## config.mk

```make
export PLATFORM = sky130hd
export DESIGN_NAME = etcs_top
export DESIGN_NICKNAME = d
export VERILOG_FILES = /design/src/rtl/etcs_pkg.sv /design/src/rtl/etcs_chan.sv /design/src/rtl/etcs_top.sv
export SDC_FILE = /design/constraint.sdc
export NUM_CORES = 1
export LEC_CHECK = 0
export BUFFER_PORTS_ARGS = -buffer_cell sky130_fd_sc_hd__buf_4
export CAP_MARGIN = 20
export CORE_UTILIZATION = 56
export CTS_BUF_LIST = sky130_fd_sc_hd__clkbuf_4
export CTS_CLUSTER_DIAMETER = 100
export DETAILED_ROUTE_END_ITERATION = 16
export PLACE_DENSITY = 0.88
export SYNTH_ARGS = -nofsm -noshare
export SYNTH_HDL_FRONTEND = slang
export SYNTH_HIERARCHICAL = 1
export SYNTH_SLANG_ARGS = --single-unit
```

## constraint.sdc

```tcl
create_clock -name hclk -period 4.33 [get_ports hclk]
set_input_delay 0.433 -clock hclk [delete_from_list [all_inputs] [get_ports hclk]]
set_output_delay 0.433 -clock hclk [all_outputs]
set_load 0.02 [all_outputs]
```

## src/rtl/etcs_pkg.sv

```systemverilog
// shared constants and carriers of the e1 transmit clock select block
package etcs_pkg;
   // ---------------------------------------------------------------
   // register map (byte addresses)
   // ---------------------------------------------------------------
   localparam logic [15:0] ETCS_CSR0_ADDR = 16'h0100;
   localparam logic [15:0] ETCS_CSR1_ADDR = 16'h1100;
   localparam logic [15:0] ETCS_STAT0_ADDR = 16'h0B00;
   localparam logic [15:0] ETCS_STAT1_ADDR = 16'h1B00;
   // ---------------------------------------------------------------
   // clock select field positions and reset value
   // ---------------------------------------------------------------
   localparam int ETCS_LCV_BIT = 7;
   localparam int ETCS_T1_BIT = 6;
   localparam int ETCS_FSE_BIT = 5;
   localparam int ETCS_CLP_BIT = 4;
   localparam int ETCS_SRC_LSB = 0;
   localparam logic [7:0] ETCS_CSR_RESET = 8'h11;
   localparam logic [1:0] ETCS_SRC_LINE_A = 2'h0;
   localparam logic [1:0] ETCS_SRC_SER = 2'h1;
   localparam logic [1:0] ETCS_SRC_PLL = 2'h2;
   localparam logic [1:0] ETCS_SRC_LINE_B = 2'h3;
   // ---------------------------------------------------------------
   // status field
   // ---------------------------------------------------------------
   localparam int ETCS_LOSS_BIT = 5;
   localparam logic [1:0] ETCS_LOSS_RESET = 2'h0;
   // ---------------------------------------------------------------
   // types
   // ---------------------------------------------------------------
   typedef enum logic [2:0] {
      ETCS_USE_LINE = 3'b001,
      ETCS_USE_SER = 3'b010,
      ETCS_USE_PLL = 3'b100
   } etcs_src_t;

   typedef struct packed {
      logic line_clk;
      logic ser_clk;
      logic pll_clk;
      logic ref_8k;
      logic recovery_lost;
   } etcs_pins_t;

   typedef struct packed {
      logic tx_tick;
      logic frame_align;
      logic line_violation_insert;
      logic carrier_standard_select;
      etcs_src_t src;
   } etcs_tx_t;
endpackage

```

## src/rtl/etcs_chan.sv

```systemverilog
// one channel: pin synchronisers, source mux, fallback, violation pulse
`timescale 1ns/1ps
module etcs_chan
   import etcs_pkg::*;
(
   input wire logic hclk, // system clock
   input wire logic hresetn, // async reset, active low
   input wire logic [7:0] transmit_clock_select, // channel clock select value
   input wire logic fse, // global frame sync enable
   input wire etcs_pins_t pins, // asynchronous pin inputs
   output etcs_tx_t tx, // transmit timing controls
   output logic loss_event // clock loss while protected
);
   // ---------------------------------------------------------------
   // synchronisers and edge detect
   // ---------------------------------------------------------------
   logic [4:0] meta_reg;
   logic [4:0] sync_reg;
   logic [4:0] prev_reg;
   logic [4:0] rise;
   logic lcv_prev_reg;
   etcs_src_t src_next;

   always_ff @(posedge hclk or negedge hresetn) begin
      if (!hresetn) begin
         meta_reg <= 5'h00;
         sync_reg <= 5'h00;
         prev_reg <= 5'h00;
      end else begin
         meta_reg <= pins;
         sync_reg <= meta_reg;
         prev_reg <= sync_reg;
      end
   end
   assign rise = sync_reg & ~prev_reg;

   function automatic etcs_src_t decode_src(input logic [1:0] sel);
      case (sel)
         ETCS_SRC_SER: decode_src = ETCS_USE_SER;
         ETCS_SRC_PLL: decode_src = ETCS_USE_PLL;
         default: decode_src = ETCS_USE_LINE;
      endcase
   endfunction

   // ---------------------------------------------------------------
   // source choice with clock loss fallback
   // ---------------------------------------------------------------
   always_comb begin
      src_next = decode_src(transmit_clock_select[ETCS_SRC_LSB +: 2]);
      if (src_next == ETCS_USE_LINE && transmit_clock_select[ETCS_CLP_BIT] && sync_reg[0]) begin
         src_next = ETCS_USE_PLL;
      end
   end

   always_ff @(posedge hclk or negedge hresetn) begin
      if (!hresetn) begin
         tx.src <= ETCS_USE_SER;
         tx.tx_tick <= 1'b0;
         tx.frame_align <= 1'b0;
         tx.carrier_standard_select <= 1'b0;
      end else begin
         tx.src <= src_next;
         case (src_next)
            ETCS_USE_LINE: tx.tx_tick <= rise[4];
            ETCS_USE_SER: tx.tx_tick <= rise[3];
            ETCS_USE_PLL: tx.tx_tick <= rise[2];
            default: tx.tx_tick <= 1'b0;
         endcase
         // alignment only under the pll source
         tx.frame_align <= fse && src_next == ETCS_USE_PLL && rise[1];
         tx.carrier_standard_select <= transmit_clock_select[ETCS_T1_BIT];
      end
   end

   // ---------------------------------------------------------------
   // single violation per rising edge of the insert bit
   // ---------------------------------------------------------------
   always_ff @(posedge hclk or negedge hresetn) begin
      if (!hresetn) begin
         lcv_prev_reg <= 1'b0;
         tx.line_violation_insert <= 1'b0;
      end else begin
         lcv_prev_reg <= transmit_clock_select[ETCS_LCV_BIT];
         tx.line_violation_insert <= transmit_clock_select[ETCS_LCV_BIT] && !lcv_prev_reg;
      end
   end

   // loss reported only with protection on and line source chosen
   assign loss_event = rise[0] && transmit_clock_select[ETCS_CLP_BIT]
      && decode_src(transmit_clock_select[ETCS_SRC_LSB +: 2]) == ETCS_USE_LINE;
endmodule // etcs_chan

```

## src/rtl/etcs_top.sv

```systemverilog
// e1 transmit clock select: ahb-lite registers and two channels
`timescale 1ns/1ps
module etcs_top
   import etcs_pkg::*;
(
   input wire logic hclk, // system clock, 250 mhz
   input wire logic hresetn, // async reset, active low
   input wire logic hsel, // slave select
   input wire logic [15:0] haddr, // byte address
   input wire logic [1:0] htrans, // transfer type
   input wire logic hwrite, // write when high
   input wire logic [2:0] hsize, // transfer size
   input wire logic [31:0] hwdata, // write data
   input wire logic hready, // bus ready
   output logic hreadyout, // slave ready, always high
   output logic hresp, // always okay
   output logic [31:0] hrdata, // read data
   input wire etcs_pins_t pins0, // channel 0 pins
   input wire etcs_pins_t pins1, // channel 1 pins
   output etcs_tx_t tx0, // channel 0 transmit controls
   output etcs_tx_t tx1 // channel 1 transmit controls
);
   // ---------------------------------------------------------------
   // bus decode
   // ---------------------------------------------------------------
   logic [7:0] csr0_reg;
   logic [7:0] csr1_reg;
   logic fse_reg;
   logic [1:0] loss_reg;
   logic [1:0] loss_event;
   logic wr_pend_reg;
   logic [15:0] wr_addr_reg;
   logic [31:0] rd_next;
   logic take;
   logic [7:0] csr1_view;

   assign hreadyout = 1'b1;
   assign hresp = 1'b0;
   assign take = hsel && htrans[1] && hready;
   assign csr1_view = {csr1_reg[7:6], fse_reg, csr1_reg[4:0]};

   function automatic logic is_addr(input logic [15:0] a,
                                    input logic [15:0] ref_a);
      is_addr = {a[15:2], 2'b00} == ref_a;
   endfunction

   always_ff @(posedge hclk or negedge hresetn) begin
      if (!hresetn) begin
         wr_pend_reg <= 1'b0;
         wr_addr_reg <= 16'h0000;
      end else begin
         wr_pend_reg <= take && hwrite;
         if (take) begin
            wr_addr_reg <= haddr;
         end
      end
   end

   // ---------------------------------------------------------------
   // read path, data registered at the address phase
   // ---------------------------------------------------------------
   always_comb begin
      rd_next = 32'h0000_0000;
      if (is_addr(haddr, ETCS_CSR0_ADDR)) begin
         rd_next[7:0] = csr0_reg;
      end else if (is_addr(haddr, ETCS_CSR1_ADDR)) begin
         rd_next[7:0] = csr1_view;
      end else if (is_addr(haddr, ETCS_STAT0_ADDR)) begin
         rd_next[ETCS_LOSS_BIT] = loss_reg[0];
      end else if (is_addr(haddr, ETCS_STAT1_ADDR)) begin
         rd_next[ETCS_LOSS_BIT] = loss_reg[1];
      end
   end

   always_ff @(posedge hclk or negedge hresetn) begin
      if (!hresetn) begin
         hrdata <= 32'h0000_0000;
      end else if (take && !hwrite) begin
         hrdata <= rd_next;
      end
   end

   // ---------------------------------------------------------------
   // clock select registers
   // ---------------------------------------------------------------
   always_ff @(posedge hclk or negedge hresetn) begin
      if (!hresetn) begin
         csr0_reg <= ETCS_CSR_RESET;
         csr1_reg <= ETCS_CSR_RESET;
         fse_reg <= 1'b0;
      end else if (wr_pend_reg) begin
         if (is_addr(wr_addr_reg, ETCS_CSR0_ADDR)) begin
            csr0_reg <= hwdata[7:0];
            fse_reg <= hwdata[ETCS_FSE_BIT];
         end
         if (is_addr(wr_addr_reg, ETCS_CSR1_ADDR)) begin
            csr1_reg <= hwdata[7:0];
         end
      end
   end

   // ---------------------------------------------------------------
   // clock loss status, write one to clear, set wins
   // ---------------------------------------------------------------
   always_ff @(posedge hclk or negedge hresetn) begin
      if (!hresetn) begin
         loss_reg <= ETCS_LOSS_RESET;
      end else begin
         for (int i = 0; i < 2; i++) begin
            if (loss_event[i]) begin
               loss_reg[i] <= 1'b1;
            end else if (wr_pend_reg && hwdata[ETCS_LOSS_BIT]
                && is_addr(wr_addr_reg, i == 0 ? ETCS_STAT0_ADDR
                                               : ETCS_STAT1_ADDR)) begin
               loss_reg[i] <= 1'b0;
            end
         end
      end
   end

   // ---------------------------------------------------------------
   // channels
   // ---------------------------------------------------------------
   etcs_chan u_ch0 (
      .hclk(hclk),
      .hresetn(hresetn),
      .transmit_clock_select(csr0_reg),
      .fse(fse_reg),
      .pins(pins0),
      .tx(tx0),
      .loss_event(loss_event[0])
   );

   etcs_chan u_ch1 (
      .hclk(hclk),
      .hresetn(hresetn),
      .transmit_clock_select(csr1_reg),
      .fse(fse_reg),
      .pins(pins1),
      .tx(tx1),
      .loss_event(loss_event[1])
   );
endmodule // etcs_top

```

[Word level (Yosys, flattened, before mapping)]
Index checks and enable logic that the tools add are counted.
Operators by class
  equal/unequal tests: 20
  muxes and demuxes: 16
  bitwise operators: 4
  reduce and logical (&&, ||, !) cells: 28
Operators with widths (count)
  14-bit by 11-bit equality test with 1-bit output, second input constant: 4
  14-bit by 10-bit equality test with 1-bit output, second input constant: 2
  14-bit by 7-bit equality test with 1-bit output, second input constant: 2
  1-bit logical AND: 21
  3-bit by 1-bit equality test with 1-bit output, second input constant: 4
  3-bit one-hot mux with 2 select lines: 2
  5-bit bitwise AND: 2
  5-bit NOT: 2
  8-bit 2-to-1 mux: 1
  1-bit 2-to-1 mux: 7
  3-bit by 2-bit equality test with 1-bit output, second input constant: 2
  3-bit equality test, second input constant: 2
  3-bit 2-to-1 mux: 2
  1-bit one-hot mux with 3 select lines: 2
  5-bit 2-to-1 mux: 1
  2-bit by 1-bit equality test with 1-bit output, second input constant: 2
  2-bit equality test, second input constant: 2
  2-bit AND reduction: 2
  2-bit nonzero test: 2
  1-bit zero test: 3
  2-bit 2-to-1 mux: 1
Storage, ports and cells
  flip-flop bits (word level): 90
  input port bits: 68
  output and inout port bits: 48
  logic and storage cells: 94

[Logic depth before layout (Yosys ltp)]
Gate-level depths: netlist of the first run.
  depth in word-level cells: 9
  mapped depth: 6

[Modules after synthesis]
The synthesis of the first run kept the hierarchy.
Modules (own cells, without submodules)
  etcs_top: instances 1, cells each 156, area an instance 1976.9 um^2, sequential area each 1031.0 um^2
  etcs_chan: instances 2, cells each 41, area an instance 723.2 um^2, sequential area each 576.8 um^2

[Least setup slack after synthesis of the first run]
Ideal clock, no wire load.
  path type: flip-flop to flip-flop
  from: reg wr_addr_reg[5]
  to: reg csr1_reg[1]
  setup time: 125 ps
  arrival: 1767 ps
  required time: 4205 ps
  path slack: 2439 ps
  cell stages (with the launch flop): 4
  clock period less this slack: 1891 ps
  cell sequence: dfrtp_1 -> or4b_4 -> nor4_4 -> mux2_2
Between the ends
  cells in the longest elaborated chain, start to end: 2
RTL lines
  start, declared: line etcs_top.sv:32  | logic [15:0] wr_addr_reg;
  start signal, assigned: line etcs_top.sv:54  | wr_addr_reg <= haddr;
  14-bit by 11-bit equality test with 1-bit output: line etcs_top.sv:44  | is_addr = {a[15:2], 2'b00} == ref_a;
  2-bit AND reduction (no source line)
  end signal, assigned: line etcs_top.sv:97  | csr1_reg <= hwdata[7:0];
  end, declared: line etcs_top.sv:27  | logic [7:0] csr1_reg;
Every way passes these cells.
A chain may end at the register's enable or synchronous reset.

[Worst setup path after layout of the first run]
  from: reg wr_addr_reg[5]
  to: reg csr1_reg[7]
The elaborated chain is that of the path after synthesis.

==> run_results.csv, run 1 <==
group,metric,value,unit
cts,cts_tree,"yes",
cells_and_area,final_area,0.00402,sq mm
timing,setup_viol,0,
timing,fmax,0.459,GHz
global_routing,antenna_found_initial,0,
hold_path,min_path_cells,1,
global_routing,grt_max_degree,87,
global_routing,grt_pass1_vias,2046,
cts,h-tree-depth,3,
cells_and_area,nets,374,
cts,cts_sinks,86,
placement,postPlaceCellArea,0.00380,sq mm
yosys,syn_area_per_cell,14.4,sq um
timing,rsz0062_at_grt,"false",
floorplanning,rows,27,
routing,avgRoutedWirePerCell,16.4,microns
placement,hpwl,4280,microns
worst_setup_path,end_kind,"flip-flop",
cts,clk_path_buf_depth,2,
timing,drv_slew,0,
worst_setup_path,worstPathArrival,2.49,ns
worst_setup_path,start_kind,"flip-flop",
yosys,synthesis.instances,236,
cells_and_area,largest_register_ffs,14,
cts,cts_made_buffers,9,
worst_setup_path,rr_startpoint,"wr_addr_reg[5]$_DFFE_PN0P_",
timing,post-route-period-util,50.3,%
floorplanning,die_height,79.8,microns
worst_setup_path,required,4.65,ns
cells_and_area,syn_to_final_growth,18.7,%
routing,firstDrtPassIters,4,
global_routing,track_usage,21.6,%
cts,root_buffer,"clkbuf_4",
cells_and_area,n_antenna_cell,0,
hold_path,whs_endpoint,"u_ch1/meta_reg[0]$_DFF_PN0_",
run,drv_cap,0,
floorplanning,ioPinCount,116,
timing,min_period,2.18,ns
timing,slew-limit-headroom,51.2,%
cells_and_area,drive_gt1_share,41.4,%
global_routing,grt_overflow_total,0,
routing,drt_iter0_markers,88,
yosys,ys_warn_count,6,
cells_and_area,fill_cells,378,
worst_setup_path,reg2regPathDepth,3,
routing,routed_wl,6230,microns
hold_path,min_path_type,"input port to flip-flop",
routing,routed-via-count,1985,
timing,fin_skew,0.0100,ns
status,outcome,"completed",
worst_setup_path,timing.rr.end,"csr1_reg[7]$_DFFE_PN0P_",
cts,clock_latency,0.43,ns
hold_path,min-delay-start,"pins1[0]",
timing,tightestPinTransition,0.729,ns
routing,drc_errors,0,
power_and_ir_drop,p_per_area,388,mW/mm^2
worst_setup_path,path_class,"flip-flop to flip-flop",
placement,port_buffers,59,
cts,clkTransAtPathRegs,0.13,ns
timing,hold_viol_final,0,
global_routing,grt_pass1_wl,9770,microns
yosys,netlist_area,0.00339,sq mm
worst_setup_path,crit_fanout,7,
floorplanning,core,0.00568,sq mm
routing,via_per_inst,5.24,
placement,place_congestion,0.721,
power_and_ir_drop,leakage,1.97,nW
floorplanning,die_w,79.8,microns
routing,antenna_left,0,
cts,cts_setup_buffers,0,
cts,cts_resized,0,
worst_setup_path,r2r_setup_slack,2.15,ns
timing,fin_setup_tns,0,ns
floorplanning,initial_core_util,59.7,%
floorplanning,dieArea,0.00636,sq mm
power_and_ir_drop,ir_drop,0.000294,V
-- worst max-delay path by stage --
stage                     depth (start not counted)                      end  slack [ns]                        start
after floorplan                                   3  csr0_reg[1]$_DFFE_PN0P_        2.44  wr_addr_reg[12]$_DFFE_PN0P_
after global placement                            3  csr0_reg[1]$_DFFE_PN0P_        2.25  wr_addr_reg[12]$_DFFE_PN0P_
after detailed placement                          3  csr0_reg[6]$_DFFE_PN0P_        2.23  wr_addr_reg[12]$_DFFE_PN0P_
after CTS                                         3  csr1_reg[1]$_DFFE_PN0P_        2.18   wr_addr_reg[5]$_DFFE_PN0P_
after global routing                              3  csr0_reg[7]$_DFFE_PN0P_        2.12  wr_addr_reg[12]$_DFFE_PN0P_
final                                             3  csr1_reg[7]$_DFFE_PN0P_        2.15   wr_addr_reg[5]$_DFFE_PN0P_
-- area by class of cell --
class / instances / area, sq um / area share [%]
timing repair buffer: 61 / 480 / 11.9
tap: 72 / 90.1 / 2.24
clock buffer: 10 / 75.1 / 1.87
multi-input combinational: 132 / 1060 / 26.4
inverter: 12 / 45.0 / 1.12
clock inverter: 6 / 109 / 2.71
sequential: 86 / 2160 / 53.7
-- through the flow --
stage	setup WS (ns)	power [mW]	instances	utilization, %	hold WS, ns
6_report	2.15	1.56	379	70.9	0.107
5_1_grt	2.12	1.62	379	70.9	0.0704
4_1_cts	2.18	1.57	377	70.2	0.0866
3_5_place_dp	2.23	1.01	361	67.0	0.336
3_3_place_gp	2.25	1.00	361	67.0	0.333
2_1_floorplan	2.44	0.966	260	-	0.137
-- timing repair --
action                                 in CTS  in global routing
endpoints found under the hold margin       0                  9
setup endpoints to repair                   0                  0
hold buffers                                0                  1
-- per-layer routing --
| metal | part of all wire (%) | GRT usage (%) | vias to the layer above |
|---|---|---|---|
| met1 | 40 | 24.8 | 1007 |
| met4 | 2.8 | 13.8 | 0 |
| met5 | 0 | 0 | - |
| li1 | - | - | 902 |
| met3 | 4.3 | 4.46 | 13 |
| met2 | 53 | 36.6 | 63 |
-- worst max-delay path, stage by stage, from the launching register on --
cell     delay [ns]
dfrtp_1        0.40
or4b_4         0.59
nor4_4         0.67
mux2_2         0.41
-- power by group --
part	internal [mW]	total (mW)	switching, mW
logic	0.0598	0.130	0.0705
registers	0.845	0.869	0.0239
clock network	0.299	0.561	0.262
total	1.20	1.56	0.356
-- layout by cell type (no fill, tap or decap), types with 3 or more instances in the layout --
master / count
inv_1: 12
dfstp_2: 6
o41ai_1: 7
nor2_1: 7
bufinv_16: 3
conb_1: 26
buf_4: 59
mux2_2: 29
mux2i_1: 7
nor4b_1: 3
dfrtp_1: 80
nand3_1: 3
nor2b_1: 3
clkbuf_4: 10
nand2_1: 11
ha_1: 4
(Power assumes the default switching activity.)
==> run 2, diff against run 1 <==
- CORE_UTILIZATION: 56 -> 47
- PLACE_DENSITY: 0.88 -> 0.78
- clock period: 4.33 -> 1.9 ns (I/O delays scaled with it)
==> run_results.csv, run 2 (synthesized netlist as in run 1, its figures left out) <==
group,metric,value,unit
global_routing,grt_max_degree,45,
global_routing,grt_pass1_wl,9740,microns
power_and_ir_drop,power.net_switching,0.803,mW
cells_and_area,post-route-util,64.3,%
routing,firstDrtPassIters,4,
floorplanning,ioPinCount,116,
worst_setup_path,required,2.22,ns
timing,fin_skew,0.0160,ns
power_and_ir_drop,power_frac_comb,10.4,%
power_and_ir_drop,intPower,2.63,mW
cts,clk_path_buf_depth,2,
global_routing,track_usage,17.7,%
worst_setup_path,reg2regPathDepth,4,
cts,clkTransAtPathRegs,0.12,ns
timing,slew-limit-headroom,63.5,%
worst_setup_path,rr_startpoint,"wr_addr_reg[12]$_DFFE_PN0P_",
worst_setup_path,end_kind,"flip-flop",
hold_path,min-delay-start,"haddr[11]",
global_routing,grt_pass1_vias,2041,
cts,cts_tree,"yes",
worst_setup_path,worstPathArrival,2.28,ns
routing,drc_errors,0,
timing,post-route-period-util,104,%
cts,root_buffer,"clkbuf_4",
power_and_ir_drop,leakage,2.12,nW
cells_and_area,fill_cells,523,
floorplanning,initial_core_util,49.3,%
worst_setup_path,path_class,"flip-flop to flip-flop",
cells_and_area,seq_area,0.00216,sq mm
status,outcome,"finished, violations left",
worst_setup_path,r2r_setup_slack,-0.07,ns
timing,min_period,1.97,ns
floorplanning,rows,30,
timing,hold_viol_final,0,
worst_setup_path,crit_fanout,5,
floorplanning,core,0.00687,sq mm
run,drv_cap,0,
routing,antenna_left,0,
floorplanning,dieArea,0.00755,sq mm
hold_path,min_path_type,"input port to flip-flop",
power_and_ir_drop,ir_drop,0.000272,V
timing,setup_ws,-0.0672,ns
floorplanning,die_height,86.9,microns
cells_and_area,drive_gt1_share,38.6,%
hold_path,min_path_cells,2,
global_routing,grt_overflow_total,0,
timing,rsz0062_at_grt,"true",
hold_path,whs_endpoint,"wr_addr_reg[11]$_DFFE_PN0P_",
cells_and_area,layout_common_cells,"80 x dfrtp_1, 66 x buf_4, 31 x dlygate4sd3_1",
cts,cts_made_buffers,9,
timing,drv_slew,0,
status,violations,"setup timing",
timing,fmax,0.508,GHz
timing,setup_viol,8,
timing,tightestPinTransition,0.548,ns
cells_and_area,largest_register_ffs,14,
power_and_ir_drop,p_clk_share,32.1,%
cells_and_area,n_antenna_cell,0,
cells_and_area,syn_to_final_growth,30.4,%
routing,routed-via-count,2084,
placement,hpwl,4350,microns
power_and_ir_drop,p_per_area,778,mW/mm^2
cts,h-tree-depth,3,
routing,drt_iter0_markers,60,
worst_setup_path,start_kind,"flip-flop",
power_and_ir_drop,p_sw_share,23.4,%
cells_and_area,multi_input_area,0.00110,sq mm
routing,via_per_inst,4.73,
routing,avgRoutedWirePerCell,13.8,microns
cts,cts_sinks,86,
timing,hold_ws,0.0359,ns
worst_setup_path,timing.rr.end,"csr0_reg[5]$_DFFE_PN0P_",
cells_and_area,layout_commonest_cell,"dfrtp_1",
routing,routed_wl,6100,microns
placement,port_buffers,59,
placement,place_congestion,0.740,
global_routing,antenna_found_initial,0,
power_and_ir_drop,p_seq_share,57.5,%
floorplanning,die_w,86.9,microns
cts,clock_latency,0.43,ns
cells_and_area,nets,412,
run 2: worst max-delay path by stage:
stage | from | cells after the start | endpoint
3_3_place_gp | wr_addr_reg[12]$_DFFE_PN0P_ | 4 | csr0_reg[1]$_DFFE_PN0P_
5_1_grt | wr_addr_reg[12]$_DFFE_PN0P_ | 4 | csr0_reg[5]$_DFFE_PN0P_
4_1_cts | wr_addr_reg[12]$_DFFE_PN0P_ | 4 | csr0_reg[5]$_DFFE_PN0P_
6_report | wr_addr_reg[12]$_DFFE_PN0P_ | 4 | csr0_reg[5]$_DFFE_PN0P_
2_1_floorplan | wr_addr_reg[12]$_DFFE_PN0P_ | 3 | csr0_reg[1]$_DFFE_PN0P_
3_5_place_dp | wr_addr_reg[12]$_DFFE_PN0P_ | 4 | csr0_reg[1]$_DFFE_PN0P_
run 2: final cells by class:
| class | instances | area share (%) |
|---|---|---|
| clock buffer | 9 | 1.53 |
| multi-input combinational | 132 | 24.9 |
| clock inverter | 7 | 2.01 |
| inverter | 12 | 1.02 |
| tap | 96 | 2.72 |
| timing repair buffer | 99 | 19.0 |
| sequential | 86 | 48.9 |
run 2: repair_timing:
action / CTS / global route
endpoints found under the hold margin: 67 / 4
hold buffers: 28 / 3
pin swaps: 0 / 2
setup buffers: 0 / 1
endpoints found under the setup margin: 13 / 13
gates resized for setup: 4 / 7
run 2: metal layers:
| layer | part of all wire (%) | global-route usage (%) |
|---|---|---|
| met2 | 52 | 29.3 |
| met5 | 0 | 0 |
| met1 | 42 | 21.6 |
| met3 | 4.2 | 3.98 |
| met4 | 2.0 | 9.85 |
run 2: per-stage QoR:
stage	cells	area (sq um)	power (mW)	worst slack (ns)	TNS, ns
after global placement	393	3900	2.30	-0.0106	-0.0293
final	441	4420	3.44	-0.0672	-0.256
after global routing	441	4420	3.59	-0.110	-0.713
after detailed placement	393	3900	2.31	-0.0444	-0.185
after floorplan	260	3480	2.20	0.0129	0
after CTS	437	4350	3.45	-0.0567	-0.223
run 2: critical path, cell delays in order (launching register included):
cell     delay, ns
dfrtp_1       0.40
or4_4         0.56
nor4_4        0.36
buf_4         0.21
mux2_2        0.33
run 2: power by group through the flow:
stage / Combinational [mW] / Clock [mW] / Sequential [mW]
after floorplan: 0.203 / 0 / 2.00
after global placement: 0.292 / 0 / 2.00
after detailed placement: 0.300 / 0 / 2.01
after CTS: 0.346 / 1.13 / 1.98
after global routing: 0.388 / 1.21 / 1.99
final: 0.356 / 1.10 / 1.98
